--- src/design/fpll_map.svh ---
`ifndef FPLL_MAP_SVH
`define FPLL_MAP_SVH

// ---------------------------------------------
// register byte offsets
// ---------------------------------------------
`define FPLL_OFF_CTRL    8'h00
`define FPLL_OFF_PREDIV  8'h04
`define FPLL_OFF_FBINT   8'h08
`define FPLL_OFF_FBNUM   8'h0C
`define FPLL_OFF_FBDEN   8'h10
`define FPLL_OFF_PUMP    8'h14
`define FPLL_OFF_FILTER  8'h18
`define FPLL_OFF_DSM     8'h1C
`define FPLL_OFF_MUTE    8'h20
`define FPLL_OFF_STATUS  8'h24

// ---------------------------------------------
// field positions
// ---------------------------------------------
`define FPLL_CTRL_SRST      0
`define FPLL_FILT_FRAC      0
`define FPLL_FILT_ORD_LO    4
`define FPLL_FILT_ORD_HI    6
`define FPLL_FILT_LOWBW     8
`define FPLL_DSM_ORD_LO     0
`define FPLL_DSM_ORD_HI     1
`define FPLL_DSM_DITH_LO    2
`define FPLL_DSM_DITH_HI    3
`define FPLL_STAT_ST_LO     0
`define FPLL_STAT_ST_HI     1
`define FPLL_STAT_CAL       2
`define FPLL_STAT_LOCK      3
`define FPLL_STAT_SUPPLY    4

// ---------------------------------------------
// pin-mode defaults
// ---------------------------------------------
`define FPLL_DEF_SRST       1'h1
`define FPLL_DEF_PREDIV     5'h01
`define FPLL_DEF_FBINT      16'h0032
`define FPLL_DEF_FBNUM      22'h000000
`define FPLL_DEF_FBDEN      22'h000001
`define FPLL_DEF_PUMP       4'h1
`define FPLL_DEF_FILT_FRAC  1'h0
`define FPLL_DEF_FILT_ORD   3'h3
`define FPLL_DEF_LOWBW      1'h1
`define FPLL_DEF_MOD_ORD    2'h0
`define FPLL_DEF_DITHER     2'h0
`define FPLL_DEF_MUTE_EN    8'hFF
`define FPLL_LFSR_SEED      16'hACE1
`define FPLL_LFSR_TAPS      16'hB400

// ---------------------------------------------
// timing
// ---------------------------------------------
`define FPLL_CLK_PERIOD_NS  10
`define FPLL_RST_TIME_NS    1000
`define FPLL_RST_CYCLES     ((`FPLL_RST_TIME_NS + `FPLL_CLK_PERIOD_NS - 1) / `FPLL_CLK_PERIOD_NS)
`define FPLL_CAL_CYCLES     512

`endif

--- src/design/fpll_pkg.sv ---
package fpll_pkg;

  typedef enum logic [1:0] {
    FPLL_ST_RESET,
    FPLL_ST_WAIT,
    FPLL_ST_CAL,
    FPLL_ST_LOCK
  } fpll_state_type;

  typedef struct packed {
    logic        soft_rst;
    logic [4:0]  prediv;
    logic [15:0] fb_int;
    logic [21:0] num;
    logic [21:0] frac_bottom;
    logic [3:0]  pump;
    logic        filt_frac;
    logic [2:0]  filt_order;
    logic        low_bw;
    logic [1:0]  mod_order;
    logic [1:0]  dither;
    logic [7:0]  mute_en;
  } fpll_cfg_type;

  typedef struct packed {
    fpll_cfg_type   cfg;
    fpll_state_type st;
    logic [15:0]    timer;
    logic           c2p;
    logic           c3p;
    logic           c3pp;
    logic [15:0]    lfsr;
    logic           up;
    logic           dn;
    logic [7:0]     mute;
    logic           cal;
    logic           lock;
    logic           waitreq;
    logic [31:0]    rdata;
    logic [16:0]    n;
  } fpll_ctrl_state_type;

endpackage

--- src/design/fpll_ctrl.sv ---
// Behaviour
// - pre-divider is free-running 5-bit counter
// - fractional denominator programmable 1 to 4194303
// - ratio equals integer plus top over bottom
// - phase detector compares both divider outputs
// - 4-bit pump select enables weighted slices
// - power-down high means normal operation
// - power-down low or soft-reset 0 resets
// - leaving reset starts calibration sequence
// - pin exit reloads pin-mode defaults
// - soft reset keeps configuration registers
// - soft-reset bit rests at one
// - calibrate after timer expires and supplies valid
// - auto-mute channels muted during calibration
// - successful calibration proceeds to lock
// - modulator order and dither fields
//
// Decided for this implementation: the placing of the registers and the Avalon-MM register port.
`timescale 1ns/1ps
`include "fpll_map.svh"
module fpll_ctrl #(
  parameter int RST_CYCLES = `FPLL_RST_CYCLES,
  parameter int CAL_CYCLES = `FPLL_CAL_CYCLES
) (
  input  wire logic        ref_clk,
  input  wire logic        arst_n,
  input  wire logic        power_down_n,
  input  wire logic        supply_ok,
  input  wire logic [7:0]  avs_address,
  input  wire logic        avs_read,
  input  wire logic        avs_write,
  input  wire logic [31:0] avs_writedata,
  output logic [31:0]      avs_readdata,
  output logic             avs_waitrequest,
  output logic             ref_div_tick,
  output logic             fb_div_tick,
  output logic [16:0]      fb_ratio,
  output logic             pd_up,
  output logic             pd_dn,
  output logic [3:0]       pump_current_select,
  output logic             filter_frac_bit,
  output logic [2:0]       filter_order_field,
  output logic             low_bw_bit,
  output logic [7:0]       out_mute,
  output logic             cal_active,
  output logic             loop_lock_en
);

  // ---------------------------------------------
  // state and wires
  // ---------------------------------------------
  fpll_pkg::fpll_ctrl_state_type s_q;
  fpll_pkg::fpll_ctrl_state_type s_d;
  fpll_pkg::fpll_cfg_type        cfg_def;

  logic               in_reset;
  logic               ref_tick;
  logic               fb_tick;
  logic               acc_en;
  logic [21:0]        acc1;
  logic [21:0]        acc2;
  logic               c1;
  logic               c2;
  logic               c3;
  logic [21:0]        dith;
  logic [21:0]        inc1;
  logic signed [4:0]  y;
  logic signed [18:0] n_s;
  logic [31:0]        rd_word;

  always_comb begin
    cfg_def.soft_rst   = `FPLL_DEF_SRST;
    cfg_def.prediv     = `FPLL_DEF_PREDIV;
    cfg_def.fb_int     = `FPLL_DEF_FBINT;
    cfg_def.num        = `FPLL_DEF_FBNUM;
    cfg_def.frac_bottom        = `FPLL_DEF_FBDEN;
    cfg_def.pump       = `FPLL_DEF_PUMP;
    cfg_def.filt_frac  = `FPLL_DEF_FILT_FRAC;
    cfg_def.filt_order = `FPLL_DEF_FILT_ORD;
    cfg_def.low_bw     = `FPLL_DEF_LOWBW;
    cfg_def.mod_order  = `FPLL_DEF_MOD_ORD;
    cfg_def.dither     = `FPLL_DEF_DITHER;
    cfg_def.mute_en    = `FPLL_DEF_MUTE_EN;
  end

  // ---------------------------------------------
  // dividers and modulator stages
  // ---------------------------------------------
  assign in_reset = !power_down_n || !s_q.cfg.soft_rst;
  assign acc_en   = fb_tick && (s_q.cfg.mod_order != 2'h0);

  fpll_div #(.W(5)) u_prediv (
    .clk    (ref_clk),
    .arst_n (arst_n),
    .clr    (in_reset),
    .ratio  (s_q.cfg.prediv),
    .tick_q (ref_tick)
  );

  fpll_div #(.W(17)) u_fbdiv (
    .clk    (ref_clk),
    .arst_n (arst_n),
    .clr    (in_reset),
    .ratio  (s_q.n),
    .tick_q (fb_tick)
  );

  fpll_acc #(.W(22)) u_acc1 (
    .clk     (ref_clk),
    .arst_n  (arst_n),
    .clr     (in_reset),
    .en      (acc_en),
    .inc     (inc1),
    .modulus (s_q.cfg.frac_bottom),
    .acc_q   (acc1),
    .carry_q (c1)
  );

  fpll_acc #(.W(22)) u_acc2 (
    .clk     (ref_clk),
    .arst_n  (arst_n),
    .clr     (in_reset),
    .en      (acc_en),
    .inc     (acc1),
    .modulus (s_q.cfg.frac_bottom),
    .acc_q   (acc2),
    .carry_q (c2)
  );

  fpll_acc #(.W(22)) u_acc3 (
    .clk     (ref_clk),
    .arst_n  (arst_n),
    .clr     (in_reset),
    .en      (acc_en),
    .inc     (acc2),
    .modulus (s_q.cfg.frac_bottom),
    .acc_q   (),
    .carry_q (c3)
  );

  // ---------------------------------------------
  // dither and modulator output
  // ---------------------------------------------
  always_comb begin
    case (s_q.cfg.dither)
      2'h1:    dith = {21'h000000, s_q.lfsr[0]};
      2'h2:    dith = {20'h00000, s_q.lfsr[1:0]};
      2'h3:    dith = {19'h00000, s_q.lfsr[2:0]};
      default: dith = 22'h000000;
    endcase
    inc1 = s_q.cfg.num + dith;
    case (s_q.cfg.mod_order)
      2'h1:    y = $signed({4'h0, c1});
      2'h2:    y = $signed({4'h0, c1}) + $signed({4'h0, c2}) - $signed({4'h0, s_q.c2p});
      2'h3:    y = $signed({4'h0, c1}) + $signed({4'h0, c2}) - $signed({4'h0, s_q.c2p})
                   + $signed({4'h0, c3}) - $signed({3'h0, s_q.c3p, 1'b0}) + $signed({4'h0, s_q.c3pp});
      default: y = 5'sh00;
    endcase
    n_s = $signed({3'h0, s_q.cfg.fb_int}) + 19'(y);
  end

  // ---------------------------------------------
  // register read mux
  // ---------------------------------------------
  always_comb begin
    rd_word = 32'h00000000;
    case (avs_address)
      `FPLL_OFF_CTRL:   rd_word[`FPLL_CTRL_SRST] = s_q.cfg.soft_rst;
      `FPLL_OFF_PREDIV: rd_word = {27'h0000000, s_q.cfg.prediv};
      `FPLL_OFF_FBINT:  rd_word = {16'h0000, s_q.cfg.fb_int};
      `FPLL_OFF_FBNUM:  rd_word = {10'h000, s_q.cfg.num};
      `FPLL_OFF_FBDEN:  rd_word = {10'h000, s_q.cfg.frac_bottom};
      `FPLL_OFF_PUMP:   rd_word = {28'h0000000, s_q.cfg.pump};
      `FPLL_OFF_FILTER: begin
        rd_word[`FPLL_FILT_FRAC]                     = s_q.cfg.filt_frac;
        rd_word[`FPLL_FILT_ORD_HI:`FPLL_FILT_ORD_LO] = s_q.cfg.filt_order;
        rd_word[`FPLL_FILT_LOWBW]                    = s_q.cfg.low_bw;
      end
      `FPLL_OFF_DSM: begin
        rd_word[`FPLL_DSM_ORD_HI:`FPLL_DSM_ORD_LO]   = s_q.cfg.mod_order;
        rd_word[`FPLL_DSM_DITH_HI:`FPLL_DSM_DITH_LO] = s_q.cfg.dither;
      end
      `FPLL_OFF_MUTE:   rd_word = {24'h000000, s_q.cfg.mute_en};
      `FPLL_OFF_STATUS: begin
        rd_word[`FPLL_STAT_ST_HI:`FPLL_STAT_ST_LO] = s_q.st;
        rd_word[`FPLL_STAT_CAL]                    = s_q.cal;
        rd_word[`FPLL_STAT_LOCK]                   = s_q.lock;
        rd_word[`FPLL_STAT_SUPPLY]                 = supply_ok;
      end
      default:          rd_word = 32'h00000000;
    endcase
  end

  // ---------------------------------------------
  // next state
  // ---------------------------------------------
  always_comb begin
    s_d = s_q;

    // bus slave: one wait cycle, then answer
    s_d.waitreq = 1'b1;
    if ((avs_read || avs_write) && s_q.waitreq) begin
      s_d.waitreq = 1'b0;
      s_d.rdata   = rd_word;
    end
    if (avs_write && !s_q.waitreq) begin
      case (avs_address)
        `FPLL_OFF_CTRL:   s_d.cfg.soft_rst = avs_writedata[`FPLL_CTRL_SRST];
        `FPLL_OFF_PREDIV: s_d.cfg.prediv = avs_writedata[4:0];
        `FPLL_OFF_FBINT:  s_d.cfg.fb_int = avs_writedata[15:0];
        `FPLL_OFF_FBNUM:  s_d.cfg.num = avs_writedata[21:0];
        `FPLL_OFF_FBDEN:  s_d.cfg.frac_bottom = avs_writedata[21:0];
        `FPLL_OFF_PUMP:   s_d.cfg.pump = avs_writedata[3:0];
        `FPLL_OFF_FILTER: begin
          s_d.cfg.filt_frac  = avs_writedata[`FPLL_FILT_FRAC];
          s_d.cfg.filt_order = avs_writedata[`FPLL_FILT_ORD_HI:`FPLL_FILT_ORD_LO];
          s_d.cfg.low_bw     = avs_writedata[`FPLL_FILT_LOWBW];
        end
        `FPLL_OFF_DSM: begin
          s_d.cfg.mod_order = avs_writedata[`FPLL_DSM_ORD_HI:`FPLL_DSM_ORD_LO];
          s_d.cfg.dither    = avs_writedata[`FPLL_DSM_DITH_HI:`FPLL_DSM_DITH_LO];
        end
        `FPLL_OFF_MUTE:   s_d.cfg.mute_en = avs_writedata[7:0];
        default:          s_d.cfg = s_q.cfg;
      endcase
    end

    // pin held low: bank loads defaults, so release leaves them in place
    if (!power_down_n) begin
      s_d.cfg = cfg_def;
    end

    // modulator history and dither source, once per feedback cycle
    if (in_reset) begin
      s_d.c2p  = 1'b0;
      s_d.c3p  = 1'b0;
      s_d.c3pp = 1'b0;
      s_d.lfsr = `FPLL_LFSR_SEED;
    end else if (acc_en) begin
      s_d.c2p  = c2;
      s_d.c3p  = c3;
      s_d.c3pp = s_q.c3p;
      s_d.lfsr = s_q.lfsr[0] ? ((s_q.lfsr >> 1) ^ `FPLL_LFSR_TAPS) : (s_q.lfsr >> 1);
    end

    // next integer division value
    if (n_s < 19'sd1) begin
      s_d.n = 17'h00001;
    end else begin
      s_d.n = n_s[16:0];
    end

    // reset and calibration sequencer
    case (s_q.st)
      fpll_pkg::FPLL_ST_RESET: begin
        s_d.timer = 16'h0000;
        if (!in_reset) begin
          s_d.st = fpll_pkg::FPLL_ST_WAIT;
        end
      end
      fpll_pkg::FPLL_ST_WAIT: begin
        if (s_q.timer < 16'(RST_CYCLES)) begin
          s_d.timer = s_q.timer + 16'h0001;
        end else if (supply_ok) begin
          s_d.timer = 16'h0000;
          s_d.st    = fpll_pkg::FPLL_ST_CAL;
        end
      end
      fpll_pkg::FPLL_ST_CAL: begin
        s_d.timer = s_q.timer + 16'h0001;
        if (s_q.timer >= 16'(CAL_CYCLES - 1)) begin
          s_d.st = fpll_pkg::FPLL_ST_LOCK;
        end
      end
      fpll_pkg::FPLL_ST_LOCK: begin
        s_d.timer = 16'h0000;
      end
      default: begin
        s_d.st = fpll_pkg::FPLL_ST_RESET;
      end
    endcase
    if (in_reset) begin
      s_d.st = fpll_pkg::FPLL_ST_RESET;
    end

    s_d.cal  = (s_d.st == fpll_pkg::FPLL_ST_CAL);
    s_d.lock = (s_d.st == fpll_pkg::FPLL_ST_LOCK);
    s_d.mute = s_d.lock ? 8'h00 : s_d.cfg.mute_en;

    // phase/frequency detector, active while locking
    if (s_d.lock) begin
      s_d.up = s_q.up || ref_tick;
      s_d.dn = s_q.dn || fb_tick;
      if (s_d.up && s_d.dn) begin
        s_d.up = 1'b0;
        s_d.dn = 1'b0;
      end
    end else begin
      s_d.up = 1'b0;
      s_d.dn = 1'b0;
    end
  end

  // ---------------------------------------------
  // registers
  // ---------------------------------------------
  always_ff @(posedge ref_clk or negedge arst_n) begin
    if (!arst_n) begin
      s_q                <= '0;
      s_q.cfg.soft_rst   <= `FPLL_DEF_SRST;
      s_q.cfg.prediv     <= `FPLL_DEF_PREDIV;
      s_q.cfg.fb_int     <= `FPLL_DEF_FBINT;
      s_q.cfg.frac_bottom        <= `FPLL_DEF_FBDEN;
      s_q.cfg.pump       <= `FPLL_DEF_PUMP;
      s_q.cfg.filt_order <= `FPLL_DEF_FILT_ORD;
      s_q.cfg.low_bw     <= `FPLL_DEF_LOWBW;
      s_q.cfg.mute_en    <= `FPLL_DEF_MUTE_EN;
      s_q.mute           <= `FPLL_DEF_MUTE_EN;
      s_q.lfsr           <= `FPLL_LFSR_SEED;
      s_q.waitreq        <= 1'b1;
      s_q.n              <= 17'h00001;
    end else begin
      s_q <= s_d;
    end
  end

  // ---------------------------------------------
  // outputs
  // ---------------------------------------------
  assign avs_readdata        = s_q.rdata;
  assign avs_waitrequest     = s_q.waitreq;
  assign ref_div_tick        = ref_tick;
  assign fb_div_tick         = fb_tick;
  assign fb_ratio            = s_q.n;
  assign pd_up               = s_q.up;
  assign pd_dn               = s_q.dn;
  assign pump_current_select = s_q.cfg.pump;
  assign filter_frac_bit     = s_q.cfg.filt_frac;
  assign filter_order_field  = s_q.cfg.filt_order;
  assign low_bw_bit          = s_q.cfg.low_bw;
  assign out_mute            = s_q.mute;
  assign cal_active          = s_q.cal;
  assign loop_lock_en        = s_q.lock;

endmodule

--- src/design/fpll_div.sv ---
`timescale 1ns/1ps
module fpll_div #(
  parameter int W = 5
) (
  input  wire logic         clk,
  input  wire logic         arst_n,
  input  wire logic         clr,
  input  wire logic [W-1:0] ratio,
  output logic              tick_q
);

  // ---------------------------------------------
  // free-running counter, one tick per ratio clocks
  // ---------------------------------------------
  typedef struct packed {
    logic [W-1:0] cnt;
    logic         tick;
  } fpll_div_state_type;

  fpll_div_state_type s_q;
  fpll_div_state_type s_d;

  always_comb begin
    s_d = s_q;
    s_d.tick = 1'b0;
    if (clr) begin
      s_d.cnt = '0;
    end else if (ratio == '0 || s_q.cnt >= ratio - W'(1)) begin
      s_d.cnt  = '0;
      s_d.tick = 1'b1;
    end else begin
      s_d.cnt = s_q.cnt + W'(1);
    end
  end

  always_ff @(posedge clk or negedge arst_n) begin
    if (!arst_n) begin
      s_q <= '0;
    end else begin
      s_q <= s_d;
    end
  end

  assign tick_q = s_q.tick;

endmodule

--- src/design/fpll_acc.sv ---
`timescale 1ns/1ps
module fpll_acc #(
  parameter int W = 22
) (
  input  wire logic         clk,
  input  wire logic         arst_n,
  input  wire logic         clr,
  input  wire logic         en,
  input  wire logic [W-1:0] inc,
  input  wire logic [W-1:0] modulus,
  output logic [W-1:0]      acc_q,
  output logic              carry_q
);

  // ---------------------------------------------
  // modulo accumulator stage
  // ---------------------------------------------
  typedef struct packed {
    logic [W-1:0] acc;
    logic         carry;
  } fpll_acc_state_type;

  fpll_acc_state_type s_q;
  fpll_acc_state_type s_d;
  logic [W:0]         sum;

  always_comb begin
    s_d = s_q;
    sum = {1'b0, s_q.acc} + {1'b0, inc};
    if (clr) begin
      s_d = '0;
    end else if (en) begin
      if (sum >= {1'b0, modulus}) begin
        s_d.acc   = W'(sum - {1'b0, modulus});
        s_d.carry = 1'b1;
      end else begin
        s_d.acc   = sum[W-1:0];
        s_d.carry = 1'b0;
      end
    end
  end

  always_ff @(posedge clk or negedge arst_n) begin
    if (!arst_n) begin
      s_q <= '0;
    end else begin
      s_q <= s_d;
    end
  end

  assign acc_q   = s_q.acc;
  assign carry_q = s_q.carry;

endmodule

--- config.mk ---
export PLATFORM = sky130hd
export DESIGN_NAME = fpll_ctrl
export DESIGN_NICKNAME = d
export VERILOG_FILES = /design/src/design/fpll_pkg.sv /design/src/design/fpll_ctrl.sv /design/src/design/fpll_div.sv /design/src/design/fpll_acc.sv
export VERILOG_INCLUDE_DIRS = /design/src /design/src/design
export SDC_FILE = /design/constraint.sdc
export NUM_CORES = 1
export LEC_CHECK = 0
export ABC_CLOCK_PERIOD_IN_PS = 16000
export BUFFER_PORTS_ARGS = -buffer_cell sky130_fd_sc_hd__buf_4
export CORE_MARGIN = 4
export CORE_UTILIZATION = 60
export DETAILED_ROUTE_END_ITERATION = 10
export GPL_ROUTABILITY_DRIVEN = 0
export PLACE_DENSITY = 0.79
export SYNTH_ARGS = -nofsm -noshare
export SYNTH_HDL_FRONTEND = slang
export SYNTH_SLANG_ARGS = --single-unit
--- constraint.sdc ---
create_clock -name ref_clk -period 16 [get_ports ref_clk]
set_clock_uncertainty 0.1 [all_clocks]
set_input_delay 3.2 -clock ref_clk [delete_from_list [all_inputs] [get_ports ref_clk]]
set_output_delay 3.2 -clock ref_clk [all_outputs]
set_load 0.01 [all_outputs]
==> results.sh <==
export IMPL_root_buffer="clkbuf_16"
export IMPL_ys_ff_latch=269
export IMPL_first_iter_violations=1758
export IMPL_fin_crit_sh_pct=44.2
export IMPL_ctsResizeCount=0
export IMPL_fp_row_count=67
export IMPL_worstMarginPinSlew_ns=1.16
export IMPL_synth_xor_area_share_pct=7.68
export IMPL_crit_path_max_fanout=13
export IMPL_vias=18323
export IMPL_yosysTopAreaCell="dfrtp_1"
export IMPL_startpoint_type="flop"
export IMPL_drt_pass1_iter_count=5
export IMPL_nNetsFinal=2666
export IMPL_timing_setup_tns_ns=0
export IMPL_antenna_found_initial=0
export IMPL_area_growth_pct=7.77
export IMPL_cts_setup_buffers=0
export IMPL_path_class="reg2reg"
export IMPL_wirelength_um=54100
export IMPL_syn_cell_area_mm2=0.0208
export IMPL_drive_above_1_share_pct=10.1
export IMPL_coreArea_mm2=0.0338
export IMPL_period_needed_ns=7.07
export IMPL_design_die_area_mm2=0.0376
export IMPL_p_leak_nw=10.6
export IMPL_wl_per_cell_um=18.7
export IMPL_initial_core_util_pct=61.4
export IMPL_die_y_um=194
export IMPL_ys_async_sr_fraction_pct=100
export IMPL_fmax_ghz=0.141
export IMPL_insertion_delay_ns=0.57
export IMPL_synth_adder_area_share_pct=12.2
export IMPL_yosys_warnings=0
export IMPL_end_kind="flop"
export IMPL_ys_types=94
export IMPL_vdd_ir_drop_worst_v=0.0000984
export IMPL_grt_max_degree=132
export IMPL_power_density_mw_per_mm2=64.1
export IMPL_ant_nets=0
export IMPL_synth_edf_count=0
export IMPL_globalRouteTotalUtil_pct=27.5
export IMPL_grt_overflow_total=0
export IMPL_synth_area_mux_share_pct=0.730
export IMPL_yosysTopAreaCellShare_pct=28.1
export IMPL_p_total_mw=1.43
export IMPL_fillers=2658
export IMPL_dp_hpwl_um=40500
export IMPL_h_tree_depth=1
export IMPL_finalHoldViolCount=0
export IMPL_synth_simple_area_share_pct=18.3
export IMPL_ys_seq_area_share_pct=32.7
export IMPL_relSlewSlack_pct=23.0
export IMPL_n_antenna_cell=0
export IMPL_setup_viol=0
export IMPL_cp_arrival_ns=7.48
export IMPL_drv_slew=0
export IMPL_clockBufferDepth=3
export IMPL_rsz0062_at_grt="false"
export IMPL_route_detailed_drc=0
export IMPL_critical_path_required_ns=16.41
export IMPL_grt_pass1_vias=17734
export IMPL_cts_hold_fix_buffers=0
export IMPL_clk_pin_slew_ns=0.07
export IMPL_cts_sinks=269
export IMPL_grt_pass1_wl_um=88300
export IMPL_maxCapViolCount=0
export IMPL_synthFlopType="dfrtp_1"
export IMPL_status="finished clean"
export IMPL_cts_buffers=29
export IMPL_portBuffers=98
export IMPL_viasPerCell=6.33
export IMPL_synth_top_family_by_area="compound AO/OA/AOI/OAI gates"
export IMPL_die_x_um=194
export IMPL_cts_tree="yes"
export IMPL_yosys_top_cells_area="dfrtp_1 28%, ha_1 11%, nand2_1 6.5%"
export IMPL_synth_compound_area_share_pct=22.6
export IMPL_synth_cells=2419
export IMPL_pin_count=119
export IMPL_syn_avg_cell_area_um2=8.58
export IMPL_hold_path_class="reg2reg"
-- final timing paths --
| path | to | start | cells after the start | slack, ns |
|---|---|---|---|---|
| worst min register to register | pd_dn | u_prediv.tick_q | 1 | 0.38 |
| worst min-delay path | pd_dn | u_prediv.tick_q | 1 | 0.38 |
| max in group asynchronous | fb_ratio[14] | arst_n | 2 | 11.48 |
| worst max-delay path | u_acc1.acc_q[17] | s_q[62] | 26 | 8.93 |
| min in group asynchronous | avs_readdata[18] | arst_n | 1 | 2.64 |
| worst max register to register | u_acc1.acc_q[17] | s_q[62] | 26 | 8.93 |
-- area by class of cell --
class | instances | area [um2] | share of cell area, %
clock buffers | 39 | 833 | 3.73
clock inverters | 13 | 150 | 0.671
inverters | 96 | 360 | 1.61
multi-input cells | 1915 | 12800 | 57.4
flip-flops and latches | 269 | 6780 | 30.3
well taps | 448 | 561 | 2.51
repair buffers | 113 | 856 | 3.83
-- per-stage QoR --
step                worst slack (ns)  instances  area [um2]  util (%)  hold slack (ns)
global route                    8.37       2893       22400      66.2            0.394
finish                          8.93       2893       22400      66.2            0.375
floorplan                      10.38       2428       20800         -            0.351
global placement                9.24       2841       21400      63.3            0.349
CTS                             9.13       2893       22400      66.2            0.375
detailed placement              9.14       2841       21400      63.3            0.367
-- cells in the mapped netlist (18+ instances only) --
cell / count
nand4_1: 29
nor2_1: 157
o21a_1: 33
nor2b_1: 30
a211oi_1: 21
dfrtp_1: 233
nand2_1: 357
clkbuf_1: 67
nor3_1: 34
xor2_1: 67
and3_1: 27
a21o_1: 64
a21boi_0: 74
nand3_1: 84
a31oi_1: 25
a222oi_1: 18
nand2b_1: 27
buf_4: 67
ha_1: 185
inv_1: 96
o21ai_0: 115
dfstp_2: 36
a21oi_1: 148
xnor2_1: 115
o21ai_1: 20
a22oi_1: 46
-- where the power goes --
| part | switching, mW | total [mW] | internal [mW] |
|---|---|---|---|
| Clock | 0.290 | 0.690 | 0.400 |
| Sequential | 0.00284 | 0.686 | 0.683 |
| Combinational | 0.0404 | 0.0574 | 0.0170 |
-- flip-flops by register name (all words and copies together), names as in the netlist, 4 cells and up --
signal	flops
out_mute	8
avs_readdata	22
fb_ratio	17
u_acc3.acc_q	22
s_q	115
u_acc1.acc_q	22
u_prediv.s_q	5
pump_current_select	4
u_acc2.acc_q	22
u_fbdiv.s_q	17
-- layer usage --
metal / GRT usage [%] / routed length [um]
met5: 0 / 0
met3: 4.12 / 3990
met4: 7.79 / 1460
met2: 45.5 / 25100
met1: 37.9 / 23600
-- cells in the final DEF, fill, tap and decap left out, drive strengths merged, types with 35 or more instances in the layout --
cell,count
nand2,360
dfrtp,233
ha,185
nor2,169
a21oi,150
o21ai,138
xnor2,115
buf,113
inv,99
nand3,84
a21boi,75
xor2,67
a21o,64
a22oi,46
clkbuf,39
dfstp,36
nor3,35
-- worst max-delay path, stage by stage, from the launching register on --
cell and delay [ns]:
dfstp_2 0.65, o21a_1 0.15, ha_1 0.15, inv_1 0.05, fa_1 0.39, inv_1 0.07, a21o_1 0.16, nor2b_1 0.26
nand4_1 0.27, xnor2_1 0.20, ha_1 0.34, a21oi_1 0.20, o21ai_0 0.11, a21oi_1 0.29, nor2_1 0.09, or2_2 0.28
a221oi_1 0.35, xnor2_1 0.14, ha_1 0.43, nand2_1 0.07, o21ai_0 0.47, nand2b_1 0.11, o31a_1 0.27, a21oi_1 0.91
o21ai_0 0.20, a21boi_0 0.20, nand2_1 0.09
-- kinds of logic (layout without fill, tap and decap cells) --
| family | Yosys count | after routing |
|---|---|---|
| adders and majority gates | 196 | 196 |
| other | 1 | 10 |
| AOI/OAI and AO/OA | 691 | 691 |
| muxes | 15 | 15 |
| xor gates and xnor gates | 182 | 182 |
| DFF | 269 | 269 |
| and+or+nand+nor | 821 | 821 |
| buffers and inverters | 244 | 261 |
No activity file was read; power rests on OpenSTA's default activity.
